==> config.mk <==
export PLATFORM = sky130hd
export DESIGN_NAME = adc_config_registers
export DESIGN_NICKNAME = d
export VERILOG_FILES = /design/src/verilog/adc_cfg_pkg.sv /design/src/verilog/byte_link_if.sv /design/src/verilog/serial_byte_engine.sv /design/src/verilog/adc_config_registers.sv
export SDC_FILE = /design/constraint.sdc
export NUM_CORES = 1
export LEC_CHECK = 0
export BUFFER_PORTS_ARGS = -buffer_cell sky130_fd_sc_hd__buf_2
export CORE_MARGIN = 2
export CORE_UTILIZATION = 35
export DETAILED_ROUTE_END_ITERATION = 7
export GPL_TIMING_DRIVEN = 0
export PLACE_DENSITY = 0.55
export SKIP_LAST_GASP = 1
export SYNTH_ARGS = -nofsm -noshare
export SYNTH_HDL_FRONTEND = slang
export SYNTH_SLANG_ARGS = --single-unit
==> constraint.sdc <==
create_clock -name clk -period 2.9 [get_ports clk]
set_input_delay 0.145 -clock clk [delete_from_list [all_inputs] [get_ports clk]]
set_output_delay 0.145 -clock clk [all_outputs]
set_load 0.005 [all_outputs]
==> src/verilog/adc_cfg_pkg.sv <==
package adc_cfg_pkg;

  // ****************************************************************
  // Register offsets and reset values
  // ****************************************************************
  localparam logic [1:0] RATE_MODE_OFFSET = 2'h1;
  localparam logic [1:0] REF_FILT_OFFSET = 2'h2;
  localparam logic [7:0] RATE_MODE_RESET = 8'h00;
  localparam logic [7:0] REF_FILT_RESET = 8'h00;

  // ****************************************************************
  // Field positions
  // ****************************************************************
  localparam int RATE_MSB = 7;
  localparam int RATE_LSB = 5;
  localparam int MODE_MSB = 4;
  localparam int MODE_LSB = 3;
  localparam int CONT_BIT = 2;
  localparam int TEMP_BIT = 1;
  localparam int BURN_BIT = 0;
  localparam int VREF_MSB = 7;
  localparam int VREF_LSB = 6;
  localparam int FILT_MSB = 5;
  localparam int FILT_LSB = 4;
  localparam int SWITCH_BIT = 3;
  localparam int EXC_MSB = 2;
  localparam int EXC_LSB = 0;

  // ****************************************************************
  // Serial command byte layout
  // ****************************************************************
  localparam int CMD_WRITE_BIT = 7;
  localparam int CMD_ADDR_MSB = 1;
  localparam int CMD_ADDR_LSB = 0;
  localparam logic [2:0] LAST_BIT = 3'h7;
  localparam logic [1:0] CMD_INDEX = 2'h0;
  localparam logic [1:0] DATA_INDEX = 2'h1;

  // ****************************************************************
  // Encodings
  // ****************************************************************
  typedef enum logic [1:0] {
    MODE_NORMAL,
    MODE_DUTY,
    MODE_TURBO,
    MODE_UNUSED
  } op_mode_t;

  typedef enum logic [1:0] {
    REF_INTERNAL,
    REF_DEDICATED,
    REF_SHARED,
    REF_SUPPLY
  } ref_sel_t;

  localparam logic [1:0] FILT_NONE = 2'h0;
  localparam logic [2:0] RATE_SLOWEST = 3'h0;
  localparam logic [2:0] RATE_UNUSED = 3'h7;

  // Modulator clock per mode in kHz
  localparam logic [9:0] MOD_NORMAL_KHZ = 10'h100;
  localparam logic [9:0] MOD_TURBO_KHZ = 10'h200;

endpackage : adc_cfg_pkg

==> src/verilog/byte_link_if.sv <==
interface byte_link_if;
  logic [7:0] rx_byte;
  logic rx_valid;
  logic [1:0] rx_index;
  logic [7:0] tx_byte;
  logic tx_load;

  modport engine (
    output rx_byte,
    output rx_valid,
    output rx_index,
    input tx_byte,
    input tx_load
  );
  modport regs (
    input rx_byte,
    input rx_valid,
    input rx_index,
    output tx_byte,
    output tx_load
  );
endinterface : byte_link_if

==> src/verilog/serial_byte_engine.sv <==
module serial_byte_engine (
  input wire logic clk,
  input wire logic nrst,
  input wire logic ce,
  input wire logic sclk,
  input wire logic cs_n,
  input wire logic mosi,
  output logic miso,
  output logic miso_oe,
  byte_link_if.engine link
);

  // ****************************************************************
  // Edge detection on the serial clock
  // ****************************************************************
  logic sclk_prev_q;
  logic [2:0] bit_cnt_q;
  logic [7:0] shift_q;
  logic [7:0] tx_q;
  logic [1:0] index_q;
  logic [7:0] rx_byte_q;
  logic rx_valid_q;
  logic [1:0] rx_index_q;
  logic miso_q;
  logic oe_q;
  wire sclk_fall = sclk_prev_q & ~sclk & ~cs_n;
  wire sclk_rise = ~sclk_prev_q & sclk & ~cs_n;
  wire [7:0] shift_next = {shift_q[6:0], mosi};

  // Sample on falling edges, mode 1
  always_ff @(posedge clk) begin
    if (!nrst) begin
      sclk_prev_q <= 1'b0;
      bit_cnt_q <= 3'h0;
      shift_q <= 8'h00;
      index_q <= 2'h0;
      rx_byte_q <= 8'h00;
      rx_valid_q <= 1'b0;
      rx_index_q <= 2'h0;
    end else if (ce) begin
      sclk_prev_q <= sclk;
      rx_valid_q <= 1'b0;
      if (cs_n) begin
        bit_cnt_q <= 3'h0;
        index_q <= 2'h0;
      end else if (sclk_fall) begin
        shift_q <= shift_next;
        bit_cnt_q <= bit_cnt_q + 3'h1;
        if (bit_cnt_q == adc_cfg_pkg::LAST_BIT) begin
          rx_byte_q <= shift_next;
          rx_valid_q <= 1'b1;
          rx_index_q <= index_q;
          // Saturate so long frames do not wrap onto the command slot
          if (index_q != 2'h3) begin
            index_q <= index_q + 2'h1;
          end
        end
      end
    end
  end

  // Launch on rising edges, MSB first; released while deselected
  always_ff @(posedge clk) begin
    if (!nrst) begin
      tx_q <= 8'h00;
      miso_q <= 1'b0;
      oe_q <= 1'b0;
    end else if (ce) begin
      oe_q <= ~cs_n;
      if (link.tx_load) begin
        tx_q <= link.tx_byte;
      end else if (sclk_rise) begin
        miso_q <= tx_q[7];
        tx_q <= {tx_q[6:0], 1'b0};
      end
    end
  end

  assign link.rx_byte = rx_byte_q;
  assign link.rx_valid = rx_valid_q;
  assign link.rx_index = rx_index_q;
  assign miso = miso_q;
  assign miso_oe = oe_q;

endmodule : serial_byte_engine

==> src/verilog/adc_config_registers.sv <==
// What this block does
// Rate field picks data rate per mode
// Mode field: normal, duty-cycle, turbo, unused
// Bit 2 selects continuous versus single-shot
// Temperature mode forces internal reference, ignores mux
// Bit 0 enables burn-out current sources
// Rates assume 4.096 MHz, scale otherwise
// Bits 7:6 select the conversion reference
// Line-rejection field sets filter coefficients
// Host uses rejection only at slowest rates
// Auto switch closes on launch, opens sleep
// Excitation field sets both sources together
// Excitation codes map to microamp levels
// Register at 02h resets to zero
// Register at 01h resets to zero
// Serial access is mode 1
// Reads return last written value
module adc_config_registers (
  input wire logic clk,
  input wire logic nrst,
  input wire logic ce,
  input wire logic sclk,
  input wire logic cs_n,
  input wire logic mosi,
  output logic miso,
  output logic miso_oe,
  input wire logic launch_command,
  input wire logic sleep_command,
  output logic [2:0] rate_select,
  output adc_cfg_pkg::op_mode_t operating_mode,
  output logic continuous_conversion_enable,
  output logic temperature_sensor_enable,
  output logic burnout_source_enable,
  output adc_cfg_pkg::ref_sel_t reference_select,
  output logic [1:0] line_rejection,
  output logic low_side_switch_auto,
  output logic low_side_switch_closed,
  output logic [2:0] excitation_current_level,
  output logic [10:0] excitation_current_ua,
  output logic [13:0] output_rate_qsps,
  output logic [9:0] modulator_khz,
  output logic input_mux_ignored,
  output adc_cfg_pkg::ref_sel_t effective_reference,
  output logic line_rejection_misuse
);

  // ****************************************************************
  // Lookup functions
  // ****************************************************************

  // Nominal rate in quarter samples per second; zero for unused codes
  function automatic logic [13:0] rate_qsps(input logic [1:0] mode,
                                            input logic [2:0] code);
    logic [13:0] normal;
    logic [13:0] duty;
    normal = 14'h0000;
    duty = 14'h0000;
    case (code)
      3'h0: normal = 14'h0050;
      3'h1: normal = 14'h00b4;
      3'h2: normal = 14'h0168;
      3'h3: normal = 14'h02bc;
      3'h4: normal = 14'h0528;
      3'h5: normal = 14'h0960;
      3'h6: normal = 14'h0fa0;
      default: normal = 14'h0000;
    endcase
    // Duty-cycle rates get their own table: 44 SPS is not 175 / 4
    case (code)
      3'h0: duty = 14'h0014;
      3'h1: duty = 14'h002d;
      3'h2: duty = 14'h005a;
      3'h3: duty = 14'h00b0;
      3'h4: duty = 14'h014a;
      3'h5: duty = 14'h0258;
      3'h6: duty = 14'h03e8;
      default: duty = 14'h0000;
    endcase
    case (mode)
      2'h0: rate_qsps = normal;
      2'h1: rate_qsps = duty;
      2'h2: rate_qsps = {normal[12:0], 1'b0};
      default: rate_qsps = 14'h0000;
    endcase
  endfunction : rate_qsps

  // Excitation magnitude in microamps; unused code reads as off
  function automatic logic [10:0] exc_ua(input logic [2:0] code);
    case (code)
      3'h2: exc_ua = 11'h032;
      3'h3: exc_ua = 11'h064;
      3'h4: exc_ua = 11'h0fa;
      3'h5: exc_ua = 11'h1f4;
      3'h6: exc_ua = 11'h3e8;
      3'h7: exc_ua = 11'h5dc;
      default: exc_ua = 11'h000;
    endcase
  endfunction : exc_ua

  // ****************************************************************
  // Serial byte engine
  // ****************************************************************
  byte_link_if link ();

  serial_byte_engine u_engine (
    .clk(clk),
    .nrst(nrst),
    .ce(ce),
    .sclk(sclk),
    .cs_n(cs_n),
    .mosi(mosi),
    .miso(miso),
    .miso_oe(miso_oe),
    .link(link)
  );

  // ****************************************************************
  // Command decode and register storage
  // ****************************************************************
  logic [7:0] rate_mode_q;
  logic [7:0] ref_filt_q;
  logic write_pending_q;
  logic [1:0] addr_q;
  wire cmd_seen = link.rx_valid & (link.rx_index == adc_cfg_pkg::CMD_INDEX);
  wire data_seen = link.rx_valid & write_pending_q &
                   (link.rx_index == adc_cfg_pkg::DATA_INDEX);
  wire [1:0] cmd_addr = link.rx_byte[adc_cfg_pkg::CMD_ADDR_MSB:
                                     adc_cfg_pkg::CMD_ADDR_LSB];
  wire wr_rate_mode = data_seen & (addr_q == adc_cfg_pkg::RATE_MODE_OFFSET);
  wire wr_ref_filt = data_seen & (addr_q == adc_cfg_pkg::REF_FILT_OFFSET);

  // Readback mux; addresses held elsewhere answer zero
  assign link.tx_load = cmd_seen;
  assign link.tx_byte =
    (cmd_addr == adc_cfg_pkg::RATE_MODE_OFFSET) ? rate_mode_q :
    (cmd_addr == adc_cfg_pkg::REF_FILT_OFFSET) ? ref_filt_q : 8'h00;

  // Command byte with bit 7 set arms a write for the byte that follows it
  always_ff @(posedge clk) begin
    if (!nrst) begin
      write_pending_q <= 1'b0;
      addr_q <= 2'h0;
    end else if (ce) begin
      if (cmd_seen) begin
        write_pending_q <= link.rx_byte[adc_cfg_pkg::CMD_WRITE_BIT];
        addr_q <= cmd_addr;
      end else if (data_seen) begin
        write_pending_q <= 1'b0;
      end
    end
  end

  // Both registers clear on reset and hold written bytes
  always_ff @(posedge clk) begin
    if (!nrst) begin
      rate_mode_q <= adc_cfg_pkg::RATE_MODE_RESET;
      ref_filt_q <= adc_cfg_pkg::REF_FILT_RESET;
    end else if (ce) begin
      if (wr_rate_mode) begin
        rate_mode_q <= link.rx_byte;
      end
      if (wr_ref_filt) begin
        ref_filt_q <= link.rx_byte;
      end
    end
  end

  // ****************************************************************
  // Field decode
  // ****************************************************************
  wire [2:0] rate_f = rate_mode_q[adc_cfg_pkg::RATE_MSB:adc_cfg_pkg::RATE_LSB];
  wire [1:0] mode_f = rate_mode_q[adc_cfg_pkg::MODE_MSB:adc_cfg_pkg::MODE_LSB];
  wire temp_f = rate_mode_q[adc_cfg_pkg::TEMP_BIT];
  wire [1:0] vref_f = ref_filt_q[adc_cfg_pkg::VREF_MSB:adc_cfg_pkg::VREF_LSB];
  wire [1:0] filt_f = ref_filt_q[adc_cfg_pkg::FILT_MSB:adc_cfg_pkg::FILT_LSB];
  wire switch_f = ref_filt_q[adc_cfg_pkg::SWITCH_BIT];
  wire [2:0] exc_f = ref_filt_q[adc_cfg_pkg::EXC_MSB:adc_cfg_pkg::EXC_LSB];
  // Only the slowest normal or duty-cycle rate may carry rejection
  wire slow_rate_ok = (rate_f == adc_cfg_pkg::RATE_SLOWEST) &&
                      (mode_f == 2'h0 || mode_f == 2'h1);
  wire [9:0] mod_khz_d =
    (mode_f == 2'h2) ? adc_cfg_pkg::MOD_TURBO_KHZ :
    (mode_f == 2'h3) ? 10'h000 : adc_cfg_pkg::MOD_NORMAL_KHZ;

  // Registered field outputs, one cycle behind the storage
  always_ff @(posedge clk) begin
    if (!nrst) begin
      rate_select <= 3'h0;
      operating_mode <= adc_cfg_pkg::MODE_NORMAL;
      continuous_conversion_enable <= 1'b0;
      temperature_sensor_enable <= 1'b0;
      burnout_source_enable <= 1'b0;
      reference_select <= adc_cfg_pkg::REF_INTERNAL;
      line_rejection <= adc_cfg_pkg::FILT_NONE;
      low_side_switch_auto <= 1'b0;
      excitation_current_level <= 3'h0;
      excitation_current_ua <= 11'h000;
      output_rate_qsps <= 14'h0000;
      modulator_khz <= 10'h000;
      input_mux_ignored <= 1'b0;
      effective_reference <= adc_cfg_pkg::REF_INTERNAL;
      line_rejection_misuse <= 1'b0;
    end else if (ce) begin
      rate_select <= rate_f;
      operating_mode <= adc_cfg_pkg::op_mode_t'(mode_f);
      continuous_conversion_enable <= rate_mode_q[adc_cfg_pkg::CONT_BIT];
      temperature_sensor_enable <= temp_f;
      burnout_source_enable <= rate_mode_q[adc_cfg_pkg::BURN_BIT];
      reference_select <= adc_cfg_pkg::ref_sel_t'(vref_f);
      line_rejection <= filt_f;
      low_side_switch_auto <= switch_f;
      excitation_current_level <= exc_f;
      excitation_current_ua <= exc_ua(exc_f);
      // Nominal at a 4.096 MHz clock; scale by the real clock
      output_rate_qsps <= rate_qsps(mode_f, rate_f);
      modulator_khz <= mod_khz_d;
      input_mux_ignored <= temp_f;
      effective_reference <= temp_f ? adc_cfg_pkg::REF_INTERNAL :
                             adc_cfg_pkg::ref_sel_t'(vref_f);
      // Flag only; the field is still stored as written
      line_rejection_misuse <= (filt_f != adc_cfg_pkg::FILT_NONE) &&
                               !slow_rate_ok;
    end
  end

  // ****************************************************************
  // Low-side switch
  // ****************************************************************

  // Sleep wins over a coincident launch so the switch never sticks closed
  always_ff @(posedge clk) begin
    if (!nrst) begin
      low_side_switch_closed <= 1'b0;
    end else if (ce) begin
      if (!switch_f || sleep_command) begin
        low_side_switch_closed <= 1'b0;
      end else if (launch_command) begin
        low_side_switch_closed <= 1'b1;
      end
    end
  end
endmodule : adc_config_registers

Word-level counts from Yosys, hierarchy flattened
Index checks and enable logic that the tools add are counted.
Widths: inputs -> output; s select.
Word-level totals
  logic and storage cells: 117
  bits of input ports: 8
  flip-flop bits (word level): 108
  output and inout bits: 58
Cells by class
  add/sub/neg operators: 2
  equal/unequal tests: 22
  bitwise logic cells: 13
  reduce and logical (&&, ||, !) cells: 27
  muxes and demuxes: 24
Operators with widths (number)
  $pmux 12 s7: 1
  $pmux 10 s7: 1
  $pmux 11 s6: 1
  $pmux 14 s3: 1
  $mux 8: 4
  $eq 3x3->1 const B: 8
  $reduce_and 2->1: 7
  $reduce_bool 2->1: 7
  $eq 3x2->1 const B: 4
  $mux 10: 1
  $mux 2: 5
  $and 1x1->1: 9
  $mux 9: 1
  $eq 2x1->1 const B: 4
  $eq 2x2->1 const B: 4
  $reduce_and 4->1: 2
  $mux 1: 7
  $mux 3: 2
  $reduce_and 3->1: 2
  $logic_not 2->1: 2
  $not 1->1: 4
  $add 3x1->3 const B: 1
  $eq 3x1->1 const B: 1
  $logic_not 3->1: 1
  5 further kinds: 8

Logic depth before layout (Yosys ltp)
  word-level depth: 5
  mapped depth: 6
  mapped depth without buffers: 6

Cells and area by module
From an unflattened synthesis, not the netlist that was laid out.
Unflattened totals
  cell total of the unflattened synthesis: 483
  area, all modules: 4359.2 um^2
Modules (own cells, without submodules)
  adc_config_registers: area each 2936.6 um^2, cells each 339, instances 1, sequential area each 1281.2 um^2
  serial_byte_engine: area each 1422.6 um^2, cells each 144, instances 1, sequential area each 680.7 um^2

Least setup slack after synthesis
No wires, ideal clock.
  path kind: flip-flop to flip-flop
  start point: register u_engine.rx_valid_q, in the netlist u_engine.link.rx_valid
  end point: register u_engine.tx_q[6]
  period minus slack after synthesis: 1.451 ns
  data arrival time: 1.324 ns
  setup slack: 1.449 ns
  buffers on the path: 1
  data required time: 2.773 ns
  setup time: 0.127 ns
  cell stages (with the launch flop): 6
  path through: dfxtp_1 or3b_1 clkbuf_1 a221o_1 o211ai_1 a21boi_0
Between the ends
  longest elaborated chain between the ends: 3
  elaborated cells on any way between the ends: 4
  classes of those cells: 1 x mux; 1 x bitwise; 2 x reduce/logical
RTL lines
  from (decl): RTL line serial_byte_engine.sv:22  | logic rx_valid_q;
  from (signal assigned): RTL line serial_byte_engine.sv:38  | rx_valid_q <= 1'b0;
  from (signal assigned): RTL line serial_byte_engine.sv:42  | rx_valid_q <= 1'b0;
  from (signal assigned): RTL line serial_byte_engine.sv:51  | rx_valid_q <= 1'b1;
  $and 1x1->1 (*): RTL line adc_config_registers.sv:124  | wire cmd_seen = link.rx_valid & (link.rx_index == adc_cfg_pkg::CMD_INDEX);
  $reduce_bool 2->1 (no line)
  $reduce_and 2->1 (no line)
  to (signal assigned): RTL line serial_byte_engine.sv:71  | tx_q <= link.tx_byte;
  to (signal assigned): RTL line serial_byte_engine.sv:74  | tx_q <= {tx_q[6:0], 1'b0};
  to (decl): RTL line serial_byte_engine.sv:19  | logic [7:0] tx_q;
Every way passes the cells marked *; elsewhere a longest branch is shown, timed or not.
A chain may end at the register's enable or synchronous reset.

Worst setup path after layout
  start point: register u_engine.rx_valid_q, in the netlist u_engine.link.rx_valid
  end point: register u_engine.tx_q[2]
Same word-level chain as after synthesis.

==> impl_metrics.json <==
{
  "outcome": "completed",
  "cp.required_ns": 3.17,
  "place_ws_ns": 1.16,
  "drc": 0,
  "grt_max_degree": 17,
  "p_leak_nw": 2.03,
  "dieArea_sq_um": 13900,
  "detail-route-antenna-nets": 0,
  "area_growth_pct": 17.6,
  "vias": 3712,
  "worstReg2RegStart": "u_engine.link.rx_valid$_SDFFE_PN0P_",
  "hpwl_mm": 8.30,
  "start_kind": "flip-flop",
  "sw_frac_of_total_pct": 23.2,
  "cts_resized": 0,
  "seq_power_share_pct": 51.8,
  "place_area_sq_um": 5040,
  "slowest_stage": "nor3b_1",
  "worstPathCellList": "nor3b_1, o211ai_1, a21boi_0",
  "ys_warn_count": 0,
  "clock_latency_ns": 0.35,
  "port_buffers": 53,
  "initial_utilization_pct": 35.9,
  "cts_tree": "done",
  "drt-initial-drc-count": 243,
  "hold_class": "input pin to flip-flop",
  "cp.arrival_ns": 1.93,
  "cap_violations": 0,
  "place_congestion": 0.844,
  "layout_commonest_cell": "dfxtp_1",
  "critPathMaxFanout": 7,
  "num_rows": 41,
  "nFillCells": 1335,
  "hold_viol_final": 0,
  "nets": 579,
  "critical_path_class": "flip-flop to flip-flop",
  "cp-startpoint": "u_engine.link.rx_valid$_SDFFE_PN0P_",
  "critPathCapture": "u_engine.tx_q[2]$_SDFFE_PN0P_",
  "design_area_sq_um": 5320,
  "ioPinCount": 66,
  "period_share_pct": 57.0,
  "timing.slew.headroom_pct": 37.3,
  "root_buffer": "clkbuf_16",
  "overflow": 0,
  "setup_slack_ns": 1.25,
  "cts_sinks": 98,
  "synth-edff-count": 0,
  "synthCells": 495,
  "syn_area_sq_um": 4530,
  "cts_buffer_depth": 2,
  "die_x_um": 118,
  "vias_per_cell": 4.98,
  "wl_per_cell_um": 15.7,
  "routed_wl_mm": 11.7,
  "drv_slew": 0,
  "final_cell_mix": "dfxtp_1, buf_2, nor2b_1",
  "setup_tns_ns": 0,
  "drive_above_1_share_pct": 17.5,
  "max_freq_mhz": 605,
  "path_clk_slew_ns": 0.07,
  "ir_worst_vdd_v": 0.000314,
  "total_power_mw": 2.63,
  "fp.coreArea_sq_um": 12600,
  "ys_types": 49,
  "r2r_setup_slack_ns": 1.25,
  "worstMarginPinSlew_ns": 0.938,
  "antenna_found_initial": 0,
  "post_cts_buffers": 0,
  "dr.pass1.iters": 4,
  "powerDensity_nw_per_um2": 493,
  "yosysSeqAreaShare_pct": 43.4,
  "async_flop_share_pct": 0,
  "insertedDiodeCount": 0,
  "p_sw_mw": 0.610,
  "grt_util_all_layers_pct": 17.4,
  "numCtsBuffers": 9,
  "pwr-share-clk_pct": 43.3,
  "synth-seq-cells": 98,
  "combPwrFrac_pct": 4.9,
  "rsz0062_at_grt": "false",
  "synth_flop_cell": "dfxtp_1",
  "htreeDepth": 3,
  "fin_crit_ns": 1.65,
  "end_kind": "flip-flop",
  "slowest_delay_ns": 0.79,
  "r2r-end": "u_engine.tx_q[2]$_SDFFE_PN0P_",
  "chipHeight_um": 118,
  "internal-power_mw": 2.01,
  "finalClockSkew_ns": 0.00554,
  "setup_violations": 0,
  "finalNonFillerCells": 745,
  "cts_hold_repair.buffers": 0,
  "avgSynthCellArea_sq_um": 9.14,
  "ff2ff_path_depth": 3,
  "grt_pass1_wl_mm": 19.0,
  "grt_pass1_vias": 3530,
  "dp_cells": 729
}
## metal layers
layer  share of wire, %  GRT usage (%)  vias up
met5                  0              0        -
met4                3.7           9.94        0
met3                4.5           3.10       20
met2                 44           26.2       99
met1                 48           23.4     1757
li1                   -              -     1836
## final cells by class
cell class	instances	area [sq um]	area share [%]
multi-input combinational	342	2300	43.2
sequential	98	1960	36.9
timing repair buffer	53	265	4.98
buffer	54	260	4.89
clock buffer	10	239	4.49
tap	172	215	4.04
clock inverter	6	42.5	0.799
inverter	10	37.5	0.705
## power by group through the flow
stage / clock, mW / sequential (mW) / combinational [mW]
after floorplan: 0 / 1.39 / 0.0826
after global placement: 0 / 1.39 / 0.129
after detailed placement: 0 / 1.39 / 0.131
after CTS: 1.17 / 1.36 / 0.131
after global routing: 1.23 / 1.36 / 0.141
final: 1.14 / 1.36 / 0.129
## synth_stat cells, types with 2 or more instances
cell,number,area share (%)
buf_2,10,1.1
buf_4,12,2.0
and4bb_2,3,0.83
nand4_1,2,0.28
o211ai_1,13,2.2
nand2b_1,23,3.2
buf_1,3,0.25
mux2i_1,40,8.8
dfxtp_1,98,43
nand3_1,4,0.44
nor2_1,11,0.91
o22ai_1,6,0.83
a22oi_1,3,0.50
nor2b_1,56,7.7
or4_1,2,0.33
nand2_1,46,3.8
and3_1,2,0.28
xor2_1,3,0.58
o211a_1,3,0.66
o32ai_1,2,0.39
a21oi_1,11,1.2
nand3b_1,5,0.83
a21boi_0,34,5.6
and2_1,6,0.83
inv_1,10,0.83
a22o_1,2,0.39
a221o_1,7,1.5
nor3b_1,2,0.33
or2_2,2,0.28
ha_1,3,0.83
a21boi_1,2,0.33
clkbuf_1,29,2.4
o21ai_0,19,2.1
a31oi_1,6,0.83
## cells by family (layout without fill, tap and decap cells)
family	after synthesis	count (layout)	share of synthesized area, %
other cells	1	10	0.0829
xor+xnor	4	4	0.774
buf+inv	64	133	6.58
mux	40	40	8.85
compound gates	115	115	17.9
flops	98	98	43.4
simple gates	170	170	21.7
fa+ha+maj	3	3	0.830
## worst max-delay path: cells and delay by family (launching register included)
kind | cells | cell delay, ns
AOI/OAI and AO/OA | 2 | 0.37
DFF | 1 | 0.42
and+or+nand+nor | 1 | 0.79
## flip-flops by register name (all words and copies together) (netlist names), 3 cells and up
name,cells
excitation_current_ua,10
u_engine.bit_cnt_q,3
output_rate_qsps,13
u_engine.tx_q,8
rate_mode_q,8
rate_select,3
ref_filt_q,8
excitation_current_level,3
u_engine.link.rx_byte,8
u_engine.shift_q,7
## worst min path at each step
stage               depth (start not counted)           start                               endpoint  slack [ns]
global placement                            3  launch_command    low_side_switch_closed$_SDFFE_PN0P_        0.39
floorplan                                   2            mosi  u_engine.link.rx_byte[0]$_SDFFE_PN0P_        0.29
CTS                                         3  launch_command    low_side_switch_closed$_SDFFE_PN0P_        0.05
finish                                      3  launch_command    low_side_switch_closed$_SDFFE_PN0P_        0.05
global route                                3  launch_command    low_side_switch_closed$_SDFFE_PN0P_        0.06
detailed placement                          3  launch_command    low_side_switch_closed$_SDFFE_PN0P_        0.42
## stage by stage
step	hold WS, ns	util (%)
6_report	0.0451	42.2
5_1_grt	0.0603	42.2
4_1_cts	0.0509	42.2
3_5_place_dp	0.417	39.9
3_3_place_gp	0.391	39.9
2_1_floorplan	0.290	-
Note: power is estimated with default switching activity, not from simulation.
